File: src/core/ttc_pkg.sv
// Package for the triple timer/counter unit: offsets, fields, counts
package ttc_pkg;
	// APB register byte offsets
	localparam logic [7:0] TTC_CTRL_OFF   = 8'h00;
	localparam logic [7:0] TTC_MODE_OFF   = 8'h04;
	localparam logic [7:0] TTC_TM0_OFF    = 8'h08;
	localparam logic [7:0] TTC_TM1_OFF    = 8'h0C;
	localparam logic [7:0] TTC_T2CTL_OFF  = 8'h10;
	localparam logic [7:0] TTC_TM2_OFF    = 8'h14;
	localparam logic [7:0] TTC_RLD_OFF    = 8'h18;
	localparam logic [7:0] TTC_CAP_OFF    = 8'h1C;
	localparam logic [7:0] TTC_ACK_OFF    = 8'h2C;
	localparam int         TTC_CAP_NUM    = 4;
	// Control/status field positions
	localparam int TTC_OV1_BIT = 7;
	localparam int TTC_RN1_BIT = 6;
	localparam int TTC_OV0_BIT = 5;
	localparam int TTC_RN0_BIT = 4;
	// Reset values
	localparam logic [7:0]  TTC_BYTE_RST = 8'h00;
	localparam logic [15:0] TTC_WORD_RST = 16'h0000;
	// Mode and input-select codes
	localparam logic [1:0] TTC_M13  = 2'b00;
	localparam logic [1:0] TTC_M16  = 2'b01;
	localparam logic [1:0] TTC_M8R  = 2'b10;
	localparam logic [1:0] TTC_MSPL = 2'b11;
	localparam logic [1:0] TTC_IS_STOP  = 2'b00;
	localparam logic [1:0] TTC_IS_CLK   = 2'b01;
	localparam logic [1:0] TTC_IS_EVT   = 2'b10;
	localparam logic [1:0] TTC_IS_GATED = 2'b11;
	localparam logic [1:0] TTC_RL_OVF  = 2'b10;
	localparam logic [1:0] TTC_RL_TRIG = 2'b11;
	// Prescale counts in core cycles
	localparam int TTC_PRE12 = 12;
	localparam int TTC_PRE24 = 24;
	localparam logic [4:0] TTC_PRE_LAST12 = 5'(TTC_PRE12 - 1);
	localparam logic [4:0] TTC_PRE_LAST24 = 5'(TTC_PRE24 - 1);
endpackage

File: src/core/ttc_edge_if.sv
// Interface carrying a sampled pin and its falling-edge pulse
`timescale 1ns/10ps
interface ttc_edge_if;
	logic pin;
	logic fall;
	modport det (input pin, output fall);
	modport use_side (output pin, input fall);
endinterface

File: src/core/ttc_top.sv
// Triple timer/counter unit with APB register access
`timescale 1ns/10ps
module ttc_top
	import ttc_pkg::*;
(
	// Clock and reset
	input  wire logic        CLK,
	input  wire logic        RSTN,
	// APB slave
	input  wire logic        PSEL,
	input  wire logic        PENABLE,
	input  wire logic        PWRITE,
	input  wire logic [7:0]  PADDR,
	input  wire logic [31:0] PWDATA,
	output logic      [31:0] PRDATA,
	output logic             PREADY,
	output logic             PSLVERR,
	// Count inputs
	input  wire logic        ZERO_TIMER_COUNT_PIN,
	input  wire logic        FIRST_TIMER_COUNT_PIN,
	input  wire logic        THIRD_TIMER_EVENT_PIN,
	input  wire logic        LOW_FREQ_CLOCK,
	// Service entry acknowledge, one-cycle pulses
	input  wire logic        ZERO_TIMER_SERVICE,
	input  wire logic        FIRST_TIMER_SERVICE,
	// Flags and overflow pulses
	output logic             ZERO_TIMER_OVERFLOW_FLAG,
	output logic             FIRST_TIMER_OVERFLOW_FLAG,
	output logic             FIRST_TIMER_OVERFLOW,
	output logic             THIRD_TIMER_OVERFLOW
);
	ttc_edge_if e0 ();
	ttc_edge_if e1 ();
	ttc_edge_if e2 ();
	ttc_edge_if ex ();

	logic [7:0]  timer_control_status_ff;
	logic [7:0]  timer_mode_config_ff;
	logic [7:0]  zero_timer_low_byte_ff, zero_timer_high_byte_ff;
	logic [7:0]  first_timer_low_byte_ff, first_timer_high_byte_ff;
	logic [15:0] third_timer_ff;
	logic [7:0]  third_timer_control_ff;
	logic [15:0] reload_ff;
	logic [15:0] cap_ff [TTC_CAP_NUM];
	logic [3:0]  pre12_ff;
	logic [4:0]  pre2_ff;
	logic        lf_prev_ff, trig_ff;
	logic [31:0] PRDATA_ff;
	logic        PREADY_ff, PSLVERR_ff;
	logic        ovf1_ff, ovf2_ff;

	// Count pins through the shared detector
	assign e0.pin = ZERO_TIMER_COUNT_PIN;
	assign e1.pin = FIRST_TIMER_COUNT_PIN;
	assign e2.pin = THIRD_TIMER_EVENT_PIN;
	assign ex.pin = trig_ff;
	ttc_fall_det u_fd0 (.CLK(CLK), .RSTN(RSTN), .edge_io(e0.det));
	ttc_fall_det u_fd1 (.CLK(CLK), .RSTN(RSTN), .edge_io(e1.det));
	ttc_fall_det u_fd2 (.CLK(CLK), .RSTN(RSTN), .edge_io(e2.det));
	ttc_fall_det u_fdx (.CLK(CLK), .RSTN(RSTN), .edge_io(ex.det));

	// APB decode; zero wait states, write at the access edge
	logic wr_en, rd_en, hit;
	assign wr_en = PSEL & PENABLE & PWRITE;
	assign rd_en = PSEL & ~PENABLE & ~PWRITE;
	assign hit = (PADDR <= TTC_ACK_OFF) && (PADDR[1:0] == 2'b00);
	logic w_ctrl, w_mode, w_tm0, w_tm1, w_t2c, w_tm2, w_rld, w_cap;
	assign w_ctrl = wr_en && PADDR == TTC_CTRL_OFF;
	assign w_mode = wr_en && PADDR == TTC_MODE_OFF;
	assign w_tm0  = wr_en && PADDR == TTC_TM0_OFF;
	assign w_tm1  = wr_en && PADDR == TTC_TM1_OFF;
	assign w_t2c  = wr_en && PADDR == TTC_T2CTL_OFF;
	assign w_tm2  = wr_en && PADDR == TTC_TM2_OFF;
	assign w_rld  = wr_en && PADDR == TTC_RLD_OFF;
	// Software capture strobe: write to offset ACK with index in data
	assign w_cap  = wr_en && PADDR == TTC_ACK_OFF;

	// Field aliases
	logic       run0, run1, ct0, ct1;
	logic [1:0] mode0, mode1, in_sel, rl_mode;
	assign run0   = timer_control_status_ff[TTC_RN0_BIT];
	assign run1   = timer_control_status_ff[TTC_RN1_BIT];
	assign mode0  = timer_mode_config_ff[1:0];
	assign ct0    = timer_mode_config_ff[2];
	assign mode1  = timer_mode_config_ff[5:4];
	assign ct1    = timer_mode_config_ff[6];
	assign in_sel = third_timer_control_ff[1:0];
	assign rl_mode = third_timer_control_ff[4:3];

	// Shared 12-cycle tick and 24-cycle tick
	logic tick12, tick24;
	assign tick12 = (pre12_ff == 4'(TTC_PRE_LAST12));
	assign tick24 = (pre2_ff == TTC_PRE_LAST24);
	always_ff @(posedge CLK or negedge RSTN) begin
		if (!RSTN) begin
			pre12_ff <= 4'h0;
			pre2_ff  <= 5'h00;
		end else begin
			pre12_ff <= tick12 ? 4'h0 : pre12_ff + 4'h1;
			pre2_ff  <= tick24 ? 5'h00 : pre2_ff + 5'h01;
		end
	end

	// Reload trigger: internal half-rate copy of the low-frequency clock
	always_ff @(posedge CLK or negedge RSTN) begin
		if (!RSTN) begin
			lf_prev_ff <= 1'b0;
			trig_ff    <= 1'b0;
		end else begin
			lf_prev_ff <= LOW_FREQ_CLOCK;
			if (LOW_FREQ_CLOCK & ~lf_prev_ff)
				trig_ff <= ~trig_ff;
		end
	end

	// Count enables
	logic inc0, inc1, inc0h;
	assign inc0  = run0 & (ct0 ? e0.fall : tick12);
	assign inc1  = run1 & (ct1 ? e1.fall : tick12);
	// Split mode: upper half of timer zero is a timer on timer one's run
	assign inc0h = run1 & tick12;

	// Timer zero
	logic [7:0] nxt_t0l, nxt_t0h;
	logic       ovf0, ovf1;
	always_comb begin
		nxt_t0l = zero_timer_low_byte_ff;
		nxt_t0h = zero_timer_high_byte_ff;
		ovf0 = 1'b0;
		ovf1 = 1'b0;
		case (mode0)
			TTC_M13: if (inc0) begin
				nxt_t0l[4:0] = zero_timer_low_byte_ff[4:0] + 5'h01;
				if (&zero_timer_low_byte_ff[4:0]) begin
					nxt_t0h = zero_timer_high_byte_ff + 8'h01;
					ovf0 = &zero_timer_high_byte_ff;
				end
			end
			TTC_M16: if (inc0) begin
				{nxt_t0h, nxt_t0l} = {zero_timer_high_byte_ff,
					zero_timer_low_byte_ff} + 16'h0001;
				ovf0 = &{zero_timer_high_byte_ff, zero_timer_low_byte_ff};
			end
			TTC_M8R: if (inc0) begin
				if (&zero_timer_low_byte_ff) begin
					nxt_t0l = zero_timer_high_byte_ff;
					ovf0 = 1'b1;
				end else begin
					nxt_t0l = zero_timer_low_byte_ff + 8'h01;
				end
			end
			TTC_MSPL: begin
				if (inc0) begin
					nxt_t0l = zero_timer_low_byte_ff + 8'h01;
					ovf0 = &zero_timer_low_byte_ff;
				end
				// Upper half raises timer one's flag instead
				if (inc0h) begin
					nxt_t0h = zero_timer_high_byte_ff + 8'h01;
					ovf1 = &zero_timer_high_byte_ff;
				end
			end
			default: ;
		endcase
	end

	// Timer one
	logic [7:0] nxt_t1l, nxt_t1h;
	logic       wrap1;
	always_comb begin
		nxt_t1l = first_timer_low_byte_ff;
		nxt_t1h = first_timer_high_byte_ff;
		wrap1 = 1'b0;
		if (inc1) begin
			case (mode1)
				TTC_M13: begin
					nxt_t1l[4:0] = first_timer_low_byte_ff[4:0] + 5'h01;
					if (&first_timer_low_byte_ff[4:0]) begin
						nxt_t1h = first_timer_high_byte_ff + 8'h01;
						wrap1 = &first_timer_high_byte_ff;
					end
				end
				TTC_M16: begin
					{nxt_t1h, nxt_t1l} = {first_timer_high_byte_ff,
						first_timer_low_byte_ff} + 16'h0001;
					wrap1 = &{first_timer_high_byte_ff,
						first_timer_low_byte_ff};
				end
				TTC_M8R: begin
					wrap1 = &first_timer_low_byte_ff;
					nxt_t1l = wrap1 ? first_timer_high_byte_ff
						: first_timer_low_byte_ff + 8'h01;
				end
				TTC_MSPL: ;
				default: ;
			endcase
		end
	end

	// Flags only from timer one when timer zero is not split
	logic set_tf1;
	assign set_tf1 = (mode0 == TTC_MSPL) ? ovf1 : wrap1;

	always_ff @(posedge CLK or negedge RSTN) begin
		if (!RSTN) begin
			zero_timer_low_byte_ff   <= TTC_BYTE_RST;
			zero_timer_high_byte_ff  <= TTC_BYTE_RST;
			first_timer_low_byte_ff  <= TTC_BYTE_RST;
			first_timer_high_byte_ff <= TTC_BYTE_RST;
		end else begin
			zero_timer_low_byte_ff   <= w_tm0 ? PWDATA[7:0] : nxt_t0l;
			zero_timer_high_byte_ff  <= w_tm0 ? PWDATA[15:8] : nxt_t0h;
			first_timer_low_byte_ff  <= w_tm1 ? PWDATA[7:0] : nxt_t1l;
			first_timer_high_byte_ff <= w_tm1 ? PWDATA[15:8] : nxt_t1h;
		end
	end

	// Control/status; hardware set wins over clear
	always_ff @(posedge CLK or negedge RSTN) begin
		if (!RSTN) begin
			timer_control_status_ff <= TTC_BYTE_RST;
		end else begin
			if (w_ctrl)
				timer_control_status_ff <= PWDATA[7:0];
			if (ZERO_TIMER_SERVICE)
				timer_control_status_ff[TTC_OV0_BIT] <= 1'b0;
			if (FIRST_TIMER_SERVICE)
				timer_control_status_ff[TTC_OV1_BIT] <= 1'b0;
			if (ovf0)
				timer_control_status_ff[TTC_OV0_BIT] <= 1'b1;
			if (set_tf1)
				timer_control_status_ff[TTC_OV1_BIT] <= 1'b1;
		end
	end

	always_ff @(posedge CLK or negedge RSTN) begin
		if (!RSTN) begin
			timer_mode_config_ff   <= TTC_BYTE_RST;
			third_timer_control_ff <= TTC_BYTE_RST;
			reload_ff              <= TTC_WORD_RST;
		end else begin
			if (w_mode)
				timer_mode_config_ff <= PWDATA[7:0];
			if (w_t2c)
				third_timer_control_ff <= PWDATA[7:0];
			if (w_rld)
				reload_ff <= PWDATA[15:0];
		end
	end

	// Timer two
	logic pre_tick, inc2, wrap2;
	assign pre_tick = third_timer_control_ff[7] ? tick24 : tick12;
	always_comb begin
		case (in_sel)
			TTC_IS_STOP:  inc2 = 1'b0;
			TTC_IS_CLK:   inc2 = pre_tick;
			TTC_IS_EVT:   inc2 = e2.fall;
			TTC_IS_GATED: inc2 = pre_tick & THIRD_TIMER_EVENT_PIN;
			default:      inc2 = 1'b0;
		endcase
	end
	assign wrap2 = inc2 & (&third_timer_ff);

	always_ff @(posedge CLK or negedge RSTN) begin
		if (!RSTN) begin
			third_timer_ff <= TTC_WORD_RST;
		end else if (w_tm2) begin
			third_timer_ff <= PWDATA[15:0];
		end else if (rl_mode == TTC_RL_TRIG && ex.fall) begin
			third_timer_ff <= reload_ff;
		end else if (wrap2 && rl_mode == TTC_RL_OVF) begin
			third_timer_ff <= reload_ff;
		end else if (inc2) begin
			third_timer_ff <= third_timer_ff + 16'h0001;
		end
	end

	// Captures copy the live count without pausing it
	always_ff @(posedge CLK or negedge RSTN) begin
		if (!RSTN) begin
			for (int i = 0; i < TTC_CAP_NUM; i++)
				cap_ff[i] <= TTC_WORD_RST;
		end else if (w_cap) begin
			cap_ff[PWDATA[1:0]] <= third_timer_ff;
		end
	end

	// Overflow pulses
	always_ff @(posedge CLK or negedge RSTN) begin
		if (!RSTN) begin
			ovf1_ff <= 1'b0;
			ovf2_ff <= 1'b0;
		end else begin
			ovf1_ff <= wrap1;
			ovf2_ff <= wrap2;
		end
	end

	// Read data captured in setup, answered in access
	logic [31:0] rd_mux;
	always_comb begin
		rd_mux = 32'h0000_0000;
		case (PADDR)
			TTC_CTRL_OFF:  rd_mux[7:0] = timer_control_status_ff;
			TTC_MODE_OFF:  rd_mux[7:0] = timer_mode_config_ff;
			TTC_TM0_OFF:   rd_mux[15:0] = {zero_timer_high_byte_ff,
				zero_timer_low_byte_ff};
			TTC_TM1_OFF:   rd_mux[15:0] = {first_timer_high_byte_ff,
				first_timer_low_byte_ff};
			TTC_T2CTL_OFF: rd_mux[7:0] = third_timer_control_ff;
			TTC_TM2_OFF:   rd_mux[15:0] = third_timer_ff;
			TTC_RLD_OFF:   rd_mux[15:0] = reload_ff;
			TTC_CAP_OFF:   rd_mux[15:0] = cap_ff[0];
			TTC_CAP_OFF + 8'h04: rd_mux[15:0] = cap_ff[1];
			TTC_CAP_OFF + 8'h08: rd_mux[15:0] = cap_ff[2];
			TTC_CAP_OFF + 8'h0C: rd_mux[15:0] = cap_ff[3];
			default:       rd_mux = 32'h0000_0000;
		endcase
	end

	always_ff @(posedge CLK or negedge RSTN) begin
		if (!RSTN) begin
			PRDATA_ff  <= 32'h0000_0000;
			PREADY_ff  <= 1'b0;
			PSLVERR_ff <= 1'b0;
		end else begin
			PREADY_ff  <= PSEL & ~PENABLE;
			PSLVERR_ff <= PSEL & ~PENABLE & ~hit;
			if (rd_en)
				PRDATA_ff <= rd_mux;
		end
	end

	assign PRDATA  = PRDATA_ff;
	assign PREADY  = PREADY_ff;
	assign PSLVERR = PSLVERR_ff;
	assign ZERO_TIMER_OVERFLOW_FLAG  = timer_control_status_ff[TTC_OV0_BIT];
	assign FIRST_TIMER_OVERFLOW_FLAG = timer_control_status_ff[TTC_OV1_BIT];
	assign FIRST_TIMER_OVERFLOW      = ovf1_ff;
	assign THIRD_TIMER_OVERFLOW      = ovf2_ff;
endmodule

File: src/core/ttc_fall_det.sv
// Falling-edge detector for a synchronous count input
`timescale 1ns/10ps
module ttc_fall_det (
	// Clock and reset
	input wire logic CLK,
	input wire logic RSTN,
	// Pin and pulse
	ttc_edge_if.det  edge_io
);
	logic prev_ff;
	logic fall_ff;

	// Two cycles to see 1 then 0; at most one count per two clocks
	always_ff @(posedge CLK or negedge RSTN) begin
		if (!RSTN) begin
			prev_ff <= 1'b0;
			fall_ff <= 1'b0;
		end else begin
			prev_ff <= edge_io.pin;
			fall_ff <= prev_ff & ~edge_io.pin;
		end
	end

	assign edge_io.fall = fall_ff;
endmodule

File: config.mk
export PLATFORM = sky130hd
export DESIGN_NAME = ttc_top
export DESIGN_NICKNAME = d
export VERILOG_FILES = /design/src/core/ttc_pkg.sv /design/src/core/ttc_edge_if.sv /design/src/core/ttc_top.sv /design/src/core/ttc_fall_det.sv
export SDC_FILE = /design/constraint.sdc
export NUM_CORES = 1
export LEC_CHECK = 0
export BUFFER_PORTS_ARGS = -buffer_cell sky130_fd_sc_hd__buf_2
export CAP_MARGIN = 25
export CORE_MARGIN = 8
export CORE_UTILIZATION = 55
export DETAILED_ROUTE_END_ITERATION = 6
export PLACE_DENSITY_LB_ADDON = 0.3
export SETUP_SLACK_MARGIN = 0.02
export SLEW_MARGIN = 20
export SYNTH_ARGS = -nofsm -noshare
export SYNTH_HDL_FRONTEND = slang
export SYNTH_HIERARCHICAL = 1
export SYNTH_SLANG_ARGS = --single-unit
File: constraint.sdc
create_clock -name CLK -period 5.27 [get_ports CLK]
set_input_delay 0.7905 -clock CLK [delete_from_list [all_inputs] [get_ports CLK]]
set_output_delay 0.7905 -clock CLK [all_outputs]
set_load 0.05 [all_outputs]
==> results.cfg, run 1 <==
[layout]
fin_cells = 1340
diodes = 0
drive_gt1_frac = 0.222
final_area_mm2 = 0.0116
final.fill_count = 1659
final_core_util = 0.602
nNetsFinal = 1130
area_delta_synth_final_pct = 8.19

[worst_setup_path]
cp-start-kind = input pin
cp_top_family = simple AND/OR/NAND/NOR gates
max_stage_delay_ns = 0.80
crit_start = PADDR[4]
path_buf_inv = 1
critPathSlowestCell = nor3_4
reg2reg_from = zero_timer_low_byte_ff[1]
cp-end-kind = flip-flop
path_class = input pin to flip-flop
required_ns = 5.62
path_cells = buf_2 -> or4b_1 -> nor3_4 -> nor3_2 -> o22a_1 -> nor3_1
crit_fanout = 35
arrival_ns = 3.79

[synthesis]
synth_seq_cells = 191
synthAdderAreaFrac = 0.0198
synth_top_area_cell = dfrtp_1
yosysUniqueCellTypes = 78
muxShareOfSynthArea = 0.152
synth_edf_count = 0
synth_xor_area_frac = 0.0286
synth_compound_area_frac = 0.148
syn_area_per_cell_um2 = 10.2
synth_area_leaders = dfrtp_1 45%, mux2_2 11%, mux2i_1 3.7%
async_flop_share = 1.00
yosys-top-cells-count = 191 x dfrtp_1, 107 x mux2_2, 85 x nor2_1, 79 x nand2_1, 52 x o21ai_0
netlist_instances = 1049
synth_top_flop_cell = dfrtp_1
netlist.area_leader.share = 0.446
syn-cell-area_mm2 = 0.0107
yosys.cell_count.top_type = dfrtp_1
synth_top_family_by_area = simple AND/OR/NAND/NOR gates
ys_seq_area_frac = 0.446
yosys.area_share.simple = 0.157
yosysWarnings = 6

[power_and_ir_drop]
p_sw_mw = 1.23
combPwrFrac = 0.186
p_seq_frac = 0.486
total_power_mw = 3.70
internal_power_mw = 2.47
pwr_density_cell_mw_per_mm2 = 319
swShare = 0.332
irDropWorstVdd_mv = 0.211
pwr-share-clk = 0.328
p_leak_nw = 5.10

[floorplanning]
initial_core_util = 0.557
die_y_um = 156
fp.dieW_um = 156
io_pins = 89
std_cell_rows = 51
core_area_mm2 = 0.0193
dieArea_mm2 = 0.0242

[route]
drtIter0Drc = 1160
drc = 0
via_per_inst = 6.39
dr.pass1.iters = 6
drt-wirelength-per-cell_um = 22.6
final_antenna_net_count = 0
vias = 8568
routed_wirelength_um = 30300

[timing]
whs_ns = 0.312
finalCriticalPeriod_ns = 3.44
tightest_slew_ns = 1.00
final-max-slew-violation-count = 0
period_share = 0.653
fin_tns_setup_ns = 0
setup_viol = 0
slew_headroom = 0.330
clock_skew_ns = 0.00923
hold_viol = 0
fmax_ghz = 0.291
rsz0062_at_grt = false
fin_ws_ns = 1.83

[clocking]
cts_tree = yes
cts_buffers = 17
clock_latency_ns = 0.44
post-cts-setup-buffer-count = 0
hold_buffers = 0
post_cts_resized = 0
clk_pin_slew_ns = 0.07
clockRootBuffer = clkbuf_16
clockBufferDepth = 2
htreeDepth = 4
clkSinkCount = 191

[global_route]
grt_pass1_wl_um = 47100
grt_pass1_vias = 8051
antenna_found_initial = 0
overflow = 0
grt_util_all_layers = 0.255
grt_max_degree = 192

[placement]
postPlaceCellArea_mm2 = 0.0110
pre_cts_slack_ns = 1.44
gp_congestion = 0.946
dp_hpwl_um = 21400
place_inst = 1305
portBuffers = 56

[hold_path]
hold_path_class = input pin to asynchronous set/reset pin

[run_status]
outcome = finished clean

[job]
max_cap_viol_count = 0
[area by class of cell]
class,instances,area [um^2],area share
multi-input cells,770,5490,0.473
repair buffers,66,402,0.0346
flip-flops and latches,191,4780,0.412
clock inverters,14,105,0.00906
inverters,16,60.1,0.00518
well taps,265,332,0.0286
clock buffers,18,439,0.0378
[final timing paths]
path	cells after the start	slack (ns)	endpoint
min in group CLK	1	0.47	lf_prev_ff
setup / recovery	6	1.83	third_timer_ff[10]
hold reg to reg	1	0.47	pre2_ff[0]
setup reg to reg	9	2.44	zero_timer_high_byte_ff[2]
hold / removal	2	0.31	pre2_ff[4]
max in group asynchronous	3	3.96	third_timer_ff[13]
[registers in the layout, indices dropped and copies added, names as in the netlist, 4 cells and up]
signal	cells
PRDATA	16
cap_ff	64
first_timer_high_byte_ff	8
first_timer_low_byte_ff	8
pre12_ff	4
pre2_ff	5
reload_ff	16
third_timer_control_ff	8
third_timer_ff	16
timer_control_status_ff	8
timer_mode_config_ff	8
zero_timer_high_byte_ff	8
zero_timer_low_byte_ff	8
[power groups by stage]
| stage | Clock, mW | Combinational (mW) | Sequential, mW |
|---|---|---|---|
| final | 1.21 | 0.688 | 1.80 |
| after global routing | 1.29 | 0.757 | 1.81 |
| after CTS | 1.23 | 0.683 | 1.78 |
| after detailed placement | 0 | 0.675 | 1.81 |
| after global placement | 0 | 0.662 | 1.81 |
| after floorplan | 0 | 0.486 | 1.78 |
[routing by layer]
layer | vias up | routed length [um] | track usage
met5 | - | 0 | 0
met4 | 0 | 953 | 0.108
met3 | 67 | 3140 | 0.0648
met2 | 443 | 13200 | 0.375
met1 | 4242 | 13000 | 0.352
li1 | 3816 | - | -
[placed cells by master (no fill, tap or decap), types with 6 or more instances in the layout]
master / count
clkbuf_16: 17
o22a_1: 6
xnor2_1: 23
ha_1: 17
nand3_1: 34
a31oi_1: 15
nor3_1: 24
mux2_2: 107
conb_1: 16
dfrtp_1: 191
a22oi_1: 17
o22ai_1: 22
nand2_1: 79
nor2_1: 83
a221oi_1: 9
o21ai_0: 52
buf_2: 55
a211oi_1: 15
nand2b_1: 9
inv_1: 16
and3_1: 13
mux2i_1: 40
o31ai_1: 9
nand4_1: 11
xor2_1: 12
a21oi_1: 50
[cell families after synthesis]
logic type / Yosys count
buf+inv: 103
simple gates: 317
other cells: 1
fa+ha+maj: 17
compound gates: 237
xor+xnor: 35
flops: 191
mux: 148
Power figures use the tool's default switching activity.
==> run 2: changes to the inputs <==
Clock period 5.27 ns to 3.59 ns, I/O delays scaled along.
==> run 2 against run 1 <==
  * Clock skew increased by 0.0013 ns
  * Hold slack got worse by 0.16 ns
  * Clock power increased by 58%
  * Critical path type is now flip-flop to flip-flop
==> results.cfg, run 2 (synthesized netlist as in run 1, its figures left out) <==
[run_status]
outcome = finished clean

[worst_setup_path]
cp-end-kind = flip-flop
r2r_end = first_timer_high_byte_ff[4]
worst_r2r_path_depth = 9
crit_end = first_timer_high_byte_ff[4]
crit_start = first_timer_low_byte_ff[0]
critPathSlowestCell = a211oi_1
required_ns = 3.95
crit_fanout = 6
reg2reg_from = first_timer_low_byte_ff[0]
r2r_slack_ns = 0.77
max_stage_delay_ns = 0.54
path_cells = ha_1 -> and3_1 -> ha_1 -> mux2i_1 -> a211oi_1 -> a21boi_0 -> nand4_1 -> xor2_1 -> o21ai_0
path_buf_inv = 0
cp-start-kind = flip-flop
arrival_ns = 3.18
cpMostUsedCell = ha_1
path_class = flip-flop to flip-flop
cp_top_family = compound AO/OA/AOI/OAI gates
crit_cells = 9

[placement]
portBuffers = 56
gp_congestion = 0.960
dp_hpwl_um = 22200
place_inst = 1327

[layout]
seq_area_mm2 = 0.00478
multi_input_area_mm2 = 0.00549
largest_reg_flops = 64
drive_gt1_frac = 0.236
area_delta_synth_final_pct = 9.82
diodes = 0
nNetsFinal = 1149
regMostFlops = cap_ff
fin_cells = 1359
layout_commonest_cell = dfrtp_1
layout_common_cells = 191 x dfrtp_1, 107 x mux2_2, 83 x nor2_1
final.fill_count = 1662

[route]
drtIter0Drc = 921
drt-wirelength-per-cell_um = 22.8
via_per_inst = 6.42
routed_wirelength_um = 30900
vias = 8726
final_antenna_net_count = 0
dr.pass1.iters = 7
drc = 0

[timing]
period_share = 0.785
finalCriticalPeriod_ns = 2.82
hold_viol = 0
fmax_ghz = 0.355
setup_viol = 0
clock_skew_ns = 0.0106
final-max-slew-violation-count = 0
slew_headroom = 0.446
fin_tns_setup_ns = 0
rsz0062_at_grt = false
tightest_slew_ns = 0.831

[global_route]
grt_pass1_vias = 8419
antenna_found_initial = 0
grt_max_degree = 99
grt_pass1_wl_um = 48300
overflow = 0
grt_util_all_layers = 0.261

[clocking]
htreeDepth = 4
clk_pin_slew_ns = 0.07
post-cts-setup-buffer-count = 0
cts_tree = yes
cts_buffers = 17
clkSinkCount = 191
clock_latency_ns = 0.44
post_cts_resized = 0
clockRootBuffer = clkbuf_16
hold_buffers = 0
clockBufferDepth = 2

[floorplanning]
die_y_um = 156
dieArea_mm2 = 0.0242
core_area_mm2 = 0.0193
std_cell_rows = 51
initial_core_util = 0.557
io_pins = 89
fp.dieW_um = 156

[power_and_ir_drop]
pwr_density_cell_mw_per_mm2 = 472
p_leak_nw = 5.21
total_power_mw = 5.55
irDropWorstVdd_mv = 0.395

[hold_path]
hold_path_class = input pin to asynchronous set/reset pin

[job]
max_cap_viol_count = 0
[run 2: cell type report]
cell class,count,area share
clock inverters,14,0.0127
multi-input cells,770,0.466
inverters,16,0.00510
repair buffers,85,0.0451
clock buffers,18,0.0373
flip-flops and latches,191,0.406
well taps,265,0.0281
[run 2: worst min-delay path by stage]
stage | endpoint | cells past startpoint | start
floorplan | FIRST_TIMER_OVERFLOW | 0 | RSTN
global placement | pre2_ff[0] | 1 | pre2_ff[0]
detailed placement | u_fd0/edge_io.fall | 1 | u_fd0/prev_ff
CTS | pre2_ff[4] | 1 | RSTN
global route | lf_prev_ff | 1 | LOW_FREQ_CLOCK
finish | pre2_ff[4] | 1 | RSTN
[run 2: routing by layer]
layer / GRT usage / wire length [um] / vias up
met3: 0.0781 / 3160 / 92
met5: 0 / 0 / -
met2: 0.387 / 13700 / 454
li1: - / - / 3882
met1: 0.343 / 12900 / 4298
met4: 0.126 / 1230 / 0
[run 2: through the flow]
step	hold slack [ns]	worst slack [ns]	utilization	cell area, um^2
final	0.156	0.772	0.611	11800
after global routing	0.212	0.441	0.611	11800
after CTS	0.204	0.783	0.611	11800
after detailed placement	0.460	0.844	0.581	11200
after global placement	0.451	0.870	0.581	11200
after floorplan	0.243	1.25	-	10800
[run 2: power by group]
group	internal [mW]	leakage (nW)	total, mW	switching [mW]
logic	0.392	2.49	1.02	0.624
registers	2.32	2.44	2.63	0.308
clock network	1.00	0.281	1.91	0.906
